**src/core/ibs_pkg.sv**
```systemverilog
package ibs_pkg;

    // ------------------------------------------------------------------
    // widths and fixed bus values
    // ------------------------------------------------------------------
    localparam int          ADDR_W     = 16;
    localparam int          DATA_W     = 8;
    localparam logic [15:0] DUMMY_ADDR = 16'hFFFF;  // address of every dummy cycle
    localparam logic [7:0]  CLEAR_DATA = 8'h00;     // byte written by a clear
    localparam logic [7:0]  IDLE_DATA  = 8'h00;
    localparam logic [2:0]  LAST_SLOT  = 3'h6;      // seven slots per sequence

    // ------------------------------------------------------------------
    // bus cycle kinds
    // ------------------------------------------------------------------
    localparam logic [3:0] K_IMM  = 4'h0;  // immediate byte fetch
    localparam logic [3:0] K_OFS  = 4'h1;  // offset byte fetch
    localparam logic [3:0] K_AHI  = 4'h2;  // address high byte fetch
    localparam logic [3:0] K_ALO  = 4'h3;  // address low byte fetch
    localparam logic [3:0] K_DUM  = 4'h4;  // dummy cycle
    localparam logic [3:0] K_RD   = 4'h5;  // operand read at ea
    localparam logic [3:0] K_RD1  = 4'h6;  // operand read at ea+1
    localparam logic [3:0] K_WR   = 4'h7;  // write at ea
    localparam logic [3:0] K_WR1  = 4'h8;  // write at ea+1
    localparam logic [3:0] K_WR0  = 4'h9;  // write of zero at ea
    localparam logic [3:0] K_PLO  = 4'hA;  // push return low byte
    localparam logic [3:0] K_PHI  = 4'hB;  // push return high byte
    localparam logic [3:0] K_NXT  = 4'hC;  // next opcode fetch
    localparam logic [3:0] K_NONE = 4'hF;  // slot unused

    // ------------------------------------------------------------------
    // sequence lengths in cycles
    // ------------------------------------------------------------------
    localparam logic [2:0] LEN_JMP  = 3'h3;
    localparam logic [2:0] LEN_RD8  = 3'h4;
    localparam logic [2:0] LEN_ST8  = 3'h4;
    localparam logic [2:0] LEN_W16  = 3'h5;
    localparam logic [2:0] LEN_JSRX = 3'h5;
    localparam logic [2:0] LEN_JSRE = 3'h6;
    localparam logic [2:0] LEN_RMW  = 3'h6;
    localparam logic [2:0] LEN_TIM  = 3'h5;
    localparam logic [2:0] LEN_CLR  = 3'h5;
    localparam logic [2:0] LEN_IMMW = 3'h7;

    // ------------------------------------------------------------------
    // instruction classes and carriers
    // ------------------------------------------------------------------
    typedef enum logic [3:0] {
        C_JMP, C_RD8, C_ST8, C_RD16, C_ST16, C_JSR, C_RMW, C_TIM, C_CLR, C_IMMW
    } ibs_cls_t;

    typedef struct packed {
        ibs_cls_t    cls;      // instruction class
        logic        ext;      // 1 extended, 0 indexed
        logic [15:0] op_addr;  // address of the opcode byte
        logic [15:0] index_register;
        logic [15:0] sp;       // stack pointer
        logic [7:0]  acc;      // accumulator for 8-bit stores
        logic [15:0] reg16;    // register for 16-bit stores
    } ibs_req_t;

    typedef struct packed {
        logic [15:0] addr;
        logic        rw;       // 1 read, 0 write
        logic        rd_n;
        logic        wr_n;
        logic        opcode_fetch_indicator_n;
        logic [7:0]  dout;
    } ibs_bus_t;

    localparam ibs_bus_t BUS_IDLE = '{DUMMY_ADDR, 1'b1, 1'b1, 1'b1, 1'b1, IDLE_DATA};

    // expected length of a legal sequence
    function automatic logic [2:0] ibs_len(input ibs_cls_t c, input logic e);
        unique case (c)
            C_JMP:   ibs_len = LEN_JMP;
            C_RD8:   ibs_len = LEN_RD8;
            C_ST8:   ibs_len = LEN_ST8;
            C_RD16:  ibs_len = LEN_W16;
            C_ST16:  ibs_len = LEN_W16;
            C_JSR:   ibs_len = e ? LEN_JSRE : LEN_JSRX;
            C_RMW:   ibs_len = LEN_RMW;
            C_TIM:   ibs_len = LEN_TIM;
            C_CLR:   ibs_len = LEN_CLR;
            default: ibs_len = LEN_IMMW;
        endcase
    endfunction

endpackage

```
**src/core/ibs_seq_rom.sv**
```systemverilog
`timescale 1ns/1ps
module ibs_seq_rom import ibs_pkg::*; (
    input  ibs_cls_t   cls,
    input  logic       ext,
    input  logic [2:0] slot,
    output logic [3:0] kind
);

    // ------------------------------------------------------------------
    // cycle list per class, first cycle in the top slot
    // ------------------------------------------------------------------
    function automatic logic [6:0][3:0] seq_of(input ibs_cls_t c, input logic e);
        logic [3:0] a0;
        logic [3:0] a1;
        a0 = e ? K_AHI : K_OFS;
        a1 = e ? K_ALO : K_DUM;
        seq_of = {7{K_NONE}};
        unique case (c)
            C_JMP:  seq_of = {a0, a1, K_NXT, {4{K_NONE}}};
            C_RD8:  seq_of = {a0, a1, K_RD, K_NXT, {3{K_NONE}}};
            C_ST8:  seq_of = {a0, a1, K_WR, K_NXT, {3{K_NONE}}};
            C_RD16: seq_of = {a0, a1, K_RD, K_RD1, K_NXT, {2{K_NONE}}};
            C_ST16: seq_of = {a0, a1, K_WR, K_WR1, K_NXT, {2{K_NONE}}};
            C_JSR:  seq_of = e ? {a0, a1, K_DUM, K_PLO, K_PHI, K_NXT, K_NONE}
                               : {a0, a1, K_PLO, K_PHI, K_NXT, {2{K_NONE}}};
            C_RMW:  seq_of = {a0, a1, K_RD, K_DUM, K_WR, K_NXT, K_NONE};  // RULE_07 RULE_17
            C_CLR:  seq_of = {a0, a1, K_RD, K_WR0, K_NXT, {2{K_NONE}}};  // RULE_09 RULE_18
            C_TIM:  seq_of = e ? {7{K_NONE}}
                               : {K_IMM, K_OFS, K_DUM, K_RD, K_NXT, {2{K_NONE}}};
            C_IMMW: seq_of = e ? {7{K_NONE}}
                               : {K_IMM, K_OFS, K_DUM, K_RD, K_DUM, K_WR, K_NXT};
            default: seq_of = {7{K_NONE}};
        endcase
    endfunction

    // ------------------------------------------------------------------
    // slot select
    // ------------------------------------------------------------------
    logic [6:0][3:0] seq;

    // table lookup for the requested slot
    always_comb begin
        seq  = seq_of(cls, ext);
        kind = seq[LAST_SLOT - slot];
    end

endmodule

```
**src/core/ibs_bus_gen.sv**
```systemverilog
`timescale 1ns/1ps
module ibs_bus_gen import ibs_pkg::*; (
    input  logic [3:0]  kind,
    input  ibs_cls_t    cls,
    input  logic [15:0] pc,
    input  logic [15:0] ea,
    input  logic [15:0] sp,
    input  logic [7:0]  acc,
    input  logic [15:0] reg16,
    input  logic [7:0]  new_data,
    output ibs_bus_t    bus
);

    // ------------------------------------------------------------------
    // one bus cycle from its kind
    // ------------------------------------------------------------------
    logic [15:0] ea_p1;
    logic        jumps;

    assign ea_p1 = ea + 16'h0001;
    assign jumps = (cls == C_JMP) || (cls == C_JSR);

    // address, strobes and write data per cycle kind
    always_comb begin
        bus = BUS_IDLE;
        unique case (kind)
            K_IMM, K_OFS, K_AHI, K_ALO: begin
                bus.addr = pc;
                bus.rd_n = 1'b0;
            end
            K_DUM: bus = BUS_IDLE;  // all strobes high at the dummy address
            K_RD: begin
                bus.addr = ea;
                bus.rd_n = 1'b0;
            end
            K_RD1: begin
                bus.addr = ea_p1;
                bus.rd_n = 1'b0;
            end
            K_WR: begin
                bus.addr = ea;
                bus.rw   = 1'b0;
                bus.wr_n = 1'b0;
                bus.dout = (cls == C_ST8) ? acc : (cls == C_ST16) ? reg16[15:8] : new_data;
            end
            K_WR1: begin
                bus.addr = ea_p1;
                bus.rw   = 1'b0;
                bus.wr_n = 1'b0;
                bus.dout = reg16[7:0];
            end
            K_WR0: begin
                bus.addr = ea;
                bus.rw   = 1'b0;
                bus.wr_n = 1'b0;
                bus.dout = CLEAR_DATA;
            end
            K_PLO: begin
                bus.addr = sp;
                bus.rw   = 1'b0;
                bus.wr_n = 1'b0;
                bus.dout = pc[7:0];
            end
            K_PHI: begin
                bus.addr = sp - 16'h0001;
                bus.rw   = 1'b0;
                bus.wr_n = 1'b0;
                bus.dout = pc[15:8];
            end
            K_NXT: begin
                bus.addr                     = jumps ? ea : pc;
                bus.rd_n                     = 1'b0;
                bus.opcode_fetch_indicator_n = 1'b0;
            end
            default: bus = BUS_IDLE;
        endcase
    end

endmodule

```
**src/core/ibs_sequencer.sv**
```systemverilog
`timescale 1ns/1ps
// How it works
// [RULE_01] indexed jump: offset, dummy, target fetch
// [RULE_02] indexed reads: offset, dummy, read, next
// [RULE_03] indexed accumulator store writes at third cycle
// [RULE_04] indexed word reads: high byte, then low
// [RULE_05] indexed word stores write high then low
// [RULE_06] indexed call pushes low, high, fetches target
// [RULE_07] indexed modify: read, dummy, write back, next
// [RULE_08] indexed bit test reads and never writes
// [RULE_09] indexed clear: read then write zero directly
// [RULE_10] indexed immediate logic ops take seven cycles
// [RULE_11] extended jump: two address bytes, target fetch
// [RULE_12] extended reads: two address bytes, read
// [RULE_13] extended accumulator store writes after address
// [RULE_14] extended word reads at address, address+1
// [RULE_15] extended word stores high then low byte
// [RULE_16] extended call: address, dummy, push, target
// [RULE_17] extended modify: read, dummy, write back
// [RULE_18] extended clear: read then write zero
// [RULE_19] fetch indicator low only last; dummies idle
module ibs_sequencer import ibs_pkg::*; (
    input  logic        mclk,
    input  logic        rst,
    input  logic        start,
    input  ibs_req_t    req,
    input  logic [7:0]  new_data,
    input  logic [7:0]  din,
    output ibs_bus_t    bus,
    output logic        busy,
    output logic        done,
    output logic        refused,
    output logic [15:0] operand,
    output logic [7:0]  imm_data
);

    // ------------------------------------------------------------------
    // state
    // ------------------------------------------------------------------
    typedef enum logic {ST_IDLE, ST_RUN} ibs_state_t;

    ibs_state_t  state_q;
    ibs_req_t    req_q;
    ibs_req_t    ctx;
    ibs_bus_t    bus_d;
    logic [2:0]  slot_q;
    logic [2:0]  slot_nx;
    logic [3:0]  kind_q;
    logic [3:0]  kind_nx;
    logic [3:0]  kind_first;
    logic [15:0] pc_q;
    logic [15:0] pc_cur;
    logic [7:0]  ofs_q;
    logic [7:0]  ahi_q;
    logic [7:0]  alo_q;
    logic [7:0]  ofs_live;
    logic [7:0]  ahi_live;
    logic [7:0]  alo_live;
    logic [15:0] ea;
    logic [15:0] opnd_q;
    logic [7:0]  imm_q;
    logic [2:0]  cyc_q;
    logic        idle;
    logic        accept;
    logic        last;
    logic        fetch_nx;

    assign idle    = (state_q == ST_IDLE);
    assign ctx     = idle ? req : req_q;
    assign slot_nx = idle ? 3'h0 : slot_q + 3'h1;
    assign last    = !idle && (kind_q == K_NXT);

    // ------------------------------------------------------------------
    // sequence table lookups
    // ------------------------------------------------------------------
    ibs_seq_rom u_rom_next (
        .cls  (ctx.cls),
        .ext  (ctx.ext),
        .slot (slot_nx),
        .kind (kind_nx)
    );

    ibs_seq_rom u_rom_first (
        .cls  (req.cls),
        .ext  (req.ext),
        .slot (3'h0),
        .kind (kind_first)
    );

    // start only on a class that has a sequence in this mode
    assign accept  = idle && start && (kind_first != K_NONE);
    assign refused = idle && start && (kind_first == K_NONE);
    assign busy    = !idle;
    assign done    = last;

    // ------------------------------------------------------------------
    // effective address from bytes captured so far
    // ------------------------------------------------------------------
    // the byte fetched in the cycle now ending is used at once
    assign ofs_live = (!idle && kind_q == K_OFS) ? din : ofs_q;
    assign ahi_live = (!idle && kind_q == K_AHI) ? din : ahi_q;
    assign alo_live = (!idle && kind_q == K_ALO) ? din : alo_q;
    assign pc_cur   = idle ? req.op_addr + 16'h0001 : pc_q;

    // indexed: index plus unsigned offset; extended: fetched address
    always_comb begin
        if (ctx.ext) begin
            ea = {ahi_live, alo_live};  // RULE_12
        end else begin
            ea = ctx.index_register + {8'h00, ofs_live};  // RULE_02
        end
    end

    assign fetch_nx = (kind_nx == K_IMM) || (kind_nx == K_OFS) ||
                      (kind_nx == K_AHI) || (kind_nx == K_ALO);

    // ------------------------------------------------------------------
    // next bus cycle
    // ------------------------------------------------------------------
    ibs_bus_gen u_gen (
        .kind     (kind_nx),
        .cls      (ctx.cls),
        .pc       (pc_cur),
        .ea       (ea),
        .sp       (ctx.sp),
        .acc      (ctx.acc),
        .reg16    (ctx.reg16),
        .new_data (new_data),
        .bus      (bus_d)
    );

    // ------------------------------------------------------------------
    // sequencing
    // ------------------------------------------------------------------
    // run from accept until the next opcode fetch has ended
    always_ff @(posedge mclk or posedge rst) begin
        if (rst) begin
            state_q <= ST_IDLE;
            slot_q  <= 3'h0;
            kind_q  <= K_NONE;
        end else if (accept) begin
            state_q <= ST_RUN;
            slot_q  <= 3'h0;
            kind_q  <= kind_nx;
        end else if (last) begin
            state_q <= ST_IDLE;  // RULE_19
            slot_q  <= 3'h0;
            kind_q  <= K_NONE;
        end else if (!idle) begin
            slot_q  <= slot_nx;
            kind_q  <= kind_nx;
        end
    end

    // request held for the whole sequence
    always_ff @(posedge mclk or posedge rst) begin
        if (rst) begin
            req_q <= '0;
        end else if (accept) begin
            req_q <= req;
        end
    end

    // registered bus outputs, idle between sequences
    always_ff @(posedge mclk or posedge rst) begin
        if (rst) begin
            bus <= BUS_IDLE;
        end else if (accept || (!idle && !last)) begin
            bus <= bus_d;  // RULE_01 RULE_03 RULE_05 RULE_06 RULE_13 RULE_15 RULE_16
        end else begin
            bus <= BUS_IDLE;
        end
    end

    // program counter advances past each fetched instruction byte
    always_ff @(posedge mclk or posedge rst) begin
        if (rst) begin
            pc_q <= 16'h0000;
        end else if (accept || !idle) begin
            pc_q <= fetch_nx ? pc_cur + 16'h0001 : pc_cur;  // RULE_11
        end
    end

    // ------------------------------------------------------------------
    // data capture
    // ------------------------------------------------------------------
    // instruction bytes taken at the end of their fetch cycle
    always_ff @(posedge mclk or posedge rst) begin
        if (rst) begin
            ofs_q <= 8'h00;
            ahi_q <= 8'h00;
            alo_q <= 8'h00;
            imm_q <= 8'h00;
        end else if (!idle) begin
            if (kind_q == K_OFS) begin
                ofs_q <= din;
            end
            if (kind_q == K_AHI) begin
                ahi_q <= din;
            end
            if (kind_q == K_ALO) begin
                alo_q <= din;
            end
            if (kind_q == K_IMM) begin
                imm_q <= din;  // RULE_08 RULE_10
            end
        end
    end

    // operand shifts in high byte first
    always_ff @(posedge mclk or posedge rst) begin
        if (rst) begin
            opnd_q <= 16'h0000;
        end else if (accept) begin
            opnd_q <= 16'h0000;
        end else if (!idle && (kind_q == K_RD || kind_q == K_RD1)) begin
            opnd_q <= {opnd_q[7:0], din};  // RULE_04 RULE_14
        end
    end

    assign operand  = opnd_q;
    assign imm_data = imm_q;

    // ------------------------------------------------------------------
    // checks
    // ------------------------------------------------------------------
    // cycle count helper: cycles driven in the current sequence
    always_ff @(posedge mclk or posedge rst) begin
        if (rst) begin
            cyc_q <= 3'h0;
        end else if (accept) begin
            cyc_q <= 3'h1;
        end else if (!idle && !last) begin
            cyc_q <= cyc_q + 3'h1;
        end
    end
endmodule

```
**config.mk**
```make
export PLATFORM = sky130hd
export DESIGN_NAME = ibs_sequencer
export DESIGN_NICKNAME = d
export VERILOG_FILES = /design/src/core/ibs_pkg.sv /design/src/core/ibs_seq_rom.sv /design/src/core/ibs_bus_gen.sv /design/src/core/ibs_sequencer.sv
export SDC_FILE = /design/constraint.sdc
export NUM_CORES = 1
export LEC_CHECK = 0
export BUFFER_PORTS_ARGS = -buffer_cell sky130_fd_sc_hd__buf_2
export CORE_MARGIN = 2
export CORE_UTILIZATION = 60
export DETAILED_ROUTE_END_ITERATION = 12
export PLACE_DENSITY = 0.92
export SLEW_MARGIN = 20
export SYNTH_ARGS = -nofsm -noshare
export SYNTH_HDL_FRONTEND = slang
export SYNTH_SLANG_ARGS = --single-unit
```
**constraint.sdc**
```tcl
create_clock -name mclk -period 10.5 [get_ports mclk]
set_input_delay 2.1 -clock mclk [delete_from_list [all_inputs] [get_ports mclk]]
set_output_delay 2.1 -clock mclk [all_outputs]
set_load 0.01 [all_outputs]
```
==> impl_metrics.tcl <==
set metrics [dict create \
    cp.depth 14 \
    die_width_um 140.1 \
    setup_viol 0 \
    ys_seq_area_share_pct 36.30 \
    htreeDepth 4 \
    synth.net_count 1399 \
    synth-seq-cells 160 \
    path_max_fanout 80 \
    fin_tns_setup_ns 0 \
    rrSetupSlack_ns 4.70 \
    cp_num_buf_inv 0 \
    netlist_instances 1288 \
    first_global_vias 10015 \
    skew_ns 0.01341 \
    r2r_end "bus[27]$_DFF_PP1_" \
    cp_cell_sequence "nand4bb_1 -> nor2_2 -> mux2_2 -> ha_1 -> a211oi_1 -> o21ai_0 -> o2111a_1 -> o31ai_1 -> or3b_1 -> or4_1 -> nor3_2 -> a21o_1 -> nand3_1 -> o211ai_1" \
    synth-edff-count 0 \
    place.detailed.hpwl_um 22910 \
    dr.pass1.iters 11 \
    finalCriticalPeriod_ns 5.801 \
    port_buffers 150 \
    area_growth_pct 12.37 \
    synthArstFlopShare_pct 100.0 \
    rsz0062_at_grt "no" \
    grt_pass1_wl_um 52050 \
    period_share_pct 55.25 \
    crit_path_end "bus[27]$_DFF_PP1_" \
    synthXorXnorAreaFrac_pct 5.328 \
    drt_iter0_markers 1169 \
    cts.repair.resized 0 \
    muxShareOfSynthArea_pct 12.50 \
    ant_nets 0 \
    netlist_area_um2 11110 \
    grtUsageTotal_pct 33.10 \
    slew_headroom_pct 35.93 \
    grt_start_max_net_pins 98 \
    layout-drive-gt1-share_pct 21.77 \
    max_cap_violations 0 \
    reg2reg_from "busy$_DFFE_PP0P_" \
    ios 151 \
    cp-startpoint "busy$_DFFE_PP0P_" \
    final_nets 1499 \
    hold_slack_ns 0.4746 \
    clkSlewWorstSetupHoldPaths_ns 0.07 \
    antenna_found_initial 1 \
    num_vias 10512 \
    status "finished, violations left" \
    end_kind "flip-flop" \
    drc 5 \
    dieHeight_um 140.1 \
    ctsHoldBuffers 0 \
    synthAdderAreaFrac_pct 1.757 \
    holdCritPathClass "flip-flop to flip-flop" \
    core-area_um2 18090 \
    fmax_ghz 0.1724 \
    yosys.area_share.simple_pct 23.30 \
    critPathLaunchType "flip-flop" \
    synth_top_family_by_area "simple AND/OR/NAND/NOR gates" \
    report.final.slew_viol_count 0 \
    clk_path_buf_depth 2 \
    place_congestion 0.9715 \
    crit_path_top_delay_cell "dfrtp_4" \
    ir_worst_vdd_uv 258.5 \
    powerDensity_nw_per_um2 417.9 \
    grt_overflow 0 \
    die_area_um2 19620 \
    clockRootBuffer "clkbuf_16" \
    synth_warnings 0 \
    cpPeakStageDelay_ns 0.99 \
    start_util_pct 61.42 \
    via_per_inst 6.445 \
    worstSkewPairLatency_ns 0.44 \
    power.leakage_uw 0.005595 \
    worstPathRequired_ns 10.86 \
    cp_top_family "simple AND/OR/NAND/NOR gates" \
    synth_compound_area_share_pct 16.40 \
    arrival_ns 6.16 \
    tightest_slew_ns 0.9343 \
    clkSinkCount 160 \
    failed_checks "DRC" \
    final_hold_viol_count 0 \
    ff2ff_path_depth 14 \
    cts_buffers 17 \
    routed_wl_um 32810 \
    cts_setup_buffers 0 \
    avgSynthCellArea_um2 8.624 \
    ys_types 94 \
    path_class "flip-flop to flip-flop" \
    synth_ff_type "dfrtp_1" \
    post_drt_wl_per_cell_um 20.12 \
    cts_tree "yes" \
    row_count 49 \
]
## report_power, final
group / leakage (uW) / internal, uW / switching [uW]
clock network: 0.000298 / 379 / 275
logic: 0.00334 / 1250 / 2100
registers: 0.00195 / 954 / 262
## worst min path at each step
stage,start,end,slack [ns],depth (start not counted)
final,req_q[0]$_DFFE_PP0P_,req_q[0]$_DFFE_PP0P_,0.47,2
after global routing,req_q[14]$_DFFE_PP0P_,req_q[14]$_DFFE_PP0P_,0.50,2
after global placement,req_q[1]$_DFFE_PP0P_,req_q[1]$_DFFE_PP0P_,0.45,2
after detailed placement,req_q[6]$_DFFE_PP0P_,req_q[6]$_DFFE_PP0P_,0.46,2
after floorplan,req_q[0]$_DFFE_PP0P_,req_q[0]$_DFFE_PP0P_,0.44,2
after CTS,req_q[6]$_DFFE_PP0P_,req_q[6]$_DFFE_PP0P_,0.48,2
## routing by layer
layer | vias to the layer above | global-route usage [%] | routed length (um)
li1 | 4823 | - | -
met4 | 0 | 14.04 | 1380
met3 | 124 | 7.316 | 2996
met1 | 4994 | 42.99 | 12860
met5 | - | 0 | 0
met2 | 571 | 53.90 | 15580
## state kept, by name, summed over array words and instances, names as in the netlist
name	count
ahi_q	8
alo_q	8
bus	27
busy	1
imm_data	8
kind_q	4
ofs_q	8
operand	16
pc_q	16
req_q	61
slot_q	3
## area by class of cell
type,count,area (um^2)
Antenna cell,1,2.502
Clock buffer,18,429.2
Clock inverter,14,180.2
Fill cell,1306,5604
Inverter,27,106.4
Multi-Input combinational cell,1022,6615
Sequential cell,160,4036
Tap cell,229,286.5
Timing Repair Buffer,160,825.8
## layout by cell type (no fill, tap or decap), drive strengths merged, types with 5 or more instances in the layout
cell / n
o211ai: 21
inv: 32
o31ai: 7
and2: 7
nand2: 245
or3b: 5
mux2i: 78
a21o: 5
o21ai: 51
or2: 8
a21boi: 5
nor2: 109
dfstp: 23
buf: 160
a31oi: 13
a22oi: 15
nand4: 8
a21oi: 68
nor2b: 7
or4: 7
or3: 5
dfrtp: 137
xnor2: 32
xor2: 33
nor3b: 10
clkinv: 5
clkbuf: 18
a211o: 6
o221ai: 6
and3: 7
a211oi: 18
nand2b: 11
nor3: 34
mux2: 53
o21a: 5
nand3: 43
ha: 14
nor4: 14
## cell families after synthesis
family,Yosys count
multiplexers,131
adder cells (fa/ha/maj),15
AO/OA/AOI/OAI,268
flip-flops,160
XOR/XNOR,66
AND/OR/NAND/NOR,542
buffers and inverters,106
## metrics by stage
stage	cells	util (%)	cell area [um^2]	total power, uW	setup slack, ns
6_report	1631	69.01	12480	5217	4.699
5_1_grt	1631	69.01	12480	5528	4.315
4_1_cts	1630	68.90	12460	5117	4.486
3_5_place_dp	1598	65.53	11850	4418	4.593
3_3_place_gp	1598	65.53	11850	4357	4.797
2_1_floorplan	1288	-	11110	3655	4.118
## worst reg2reg max path, delay by kind of cell, from the launching register on
kind                       cells  cell delay [ns]
muxes                          1             0.44
DFF                            1             0.99
and+or+nand+nor                6             2.43
adders and majority gates      1             0.30
AOI/OAI and AO/OA              6             1.57
## synth_stat cells, drive strengths merged (15+ instances only)
cell | count | share of area (%)
a21oi | 68 | 3.1
xnor2 | 32 | 2.5
xor2 | 33 | 2.6
mux2i | 78 | 7.0
dfrtp | 137 | 31
dfstp | 23 | 5.4
nand2 | 245 | 8.3
a22oi | 15 | 1.0
o211ai | 21 | 1.4
mux2 | 53 | 5.5
o21ai | 51 | 2.3
inv | 27 | 0.91
buf | 40 | 2.2
nand3 | 43 | 2.1
clkbuf | 39 | 1.3
nor3 | 34 | 1.6
nor2 | 109 | 3.7
a211oi | 18 | 1.2
Power figures use the tool's default switching activity.
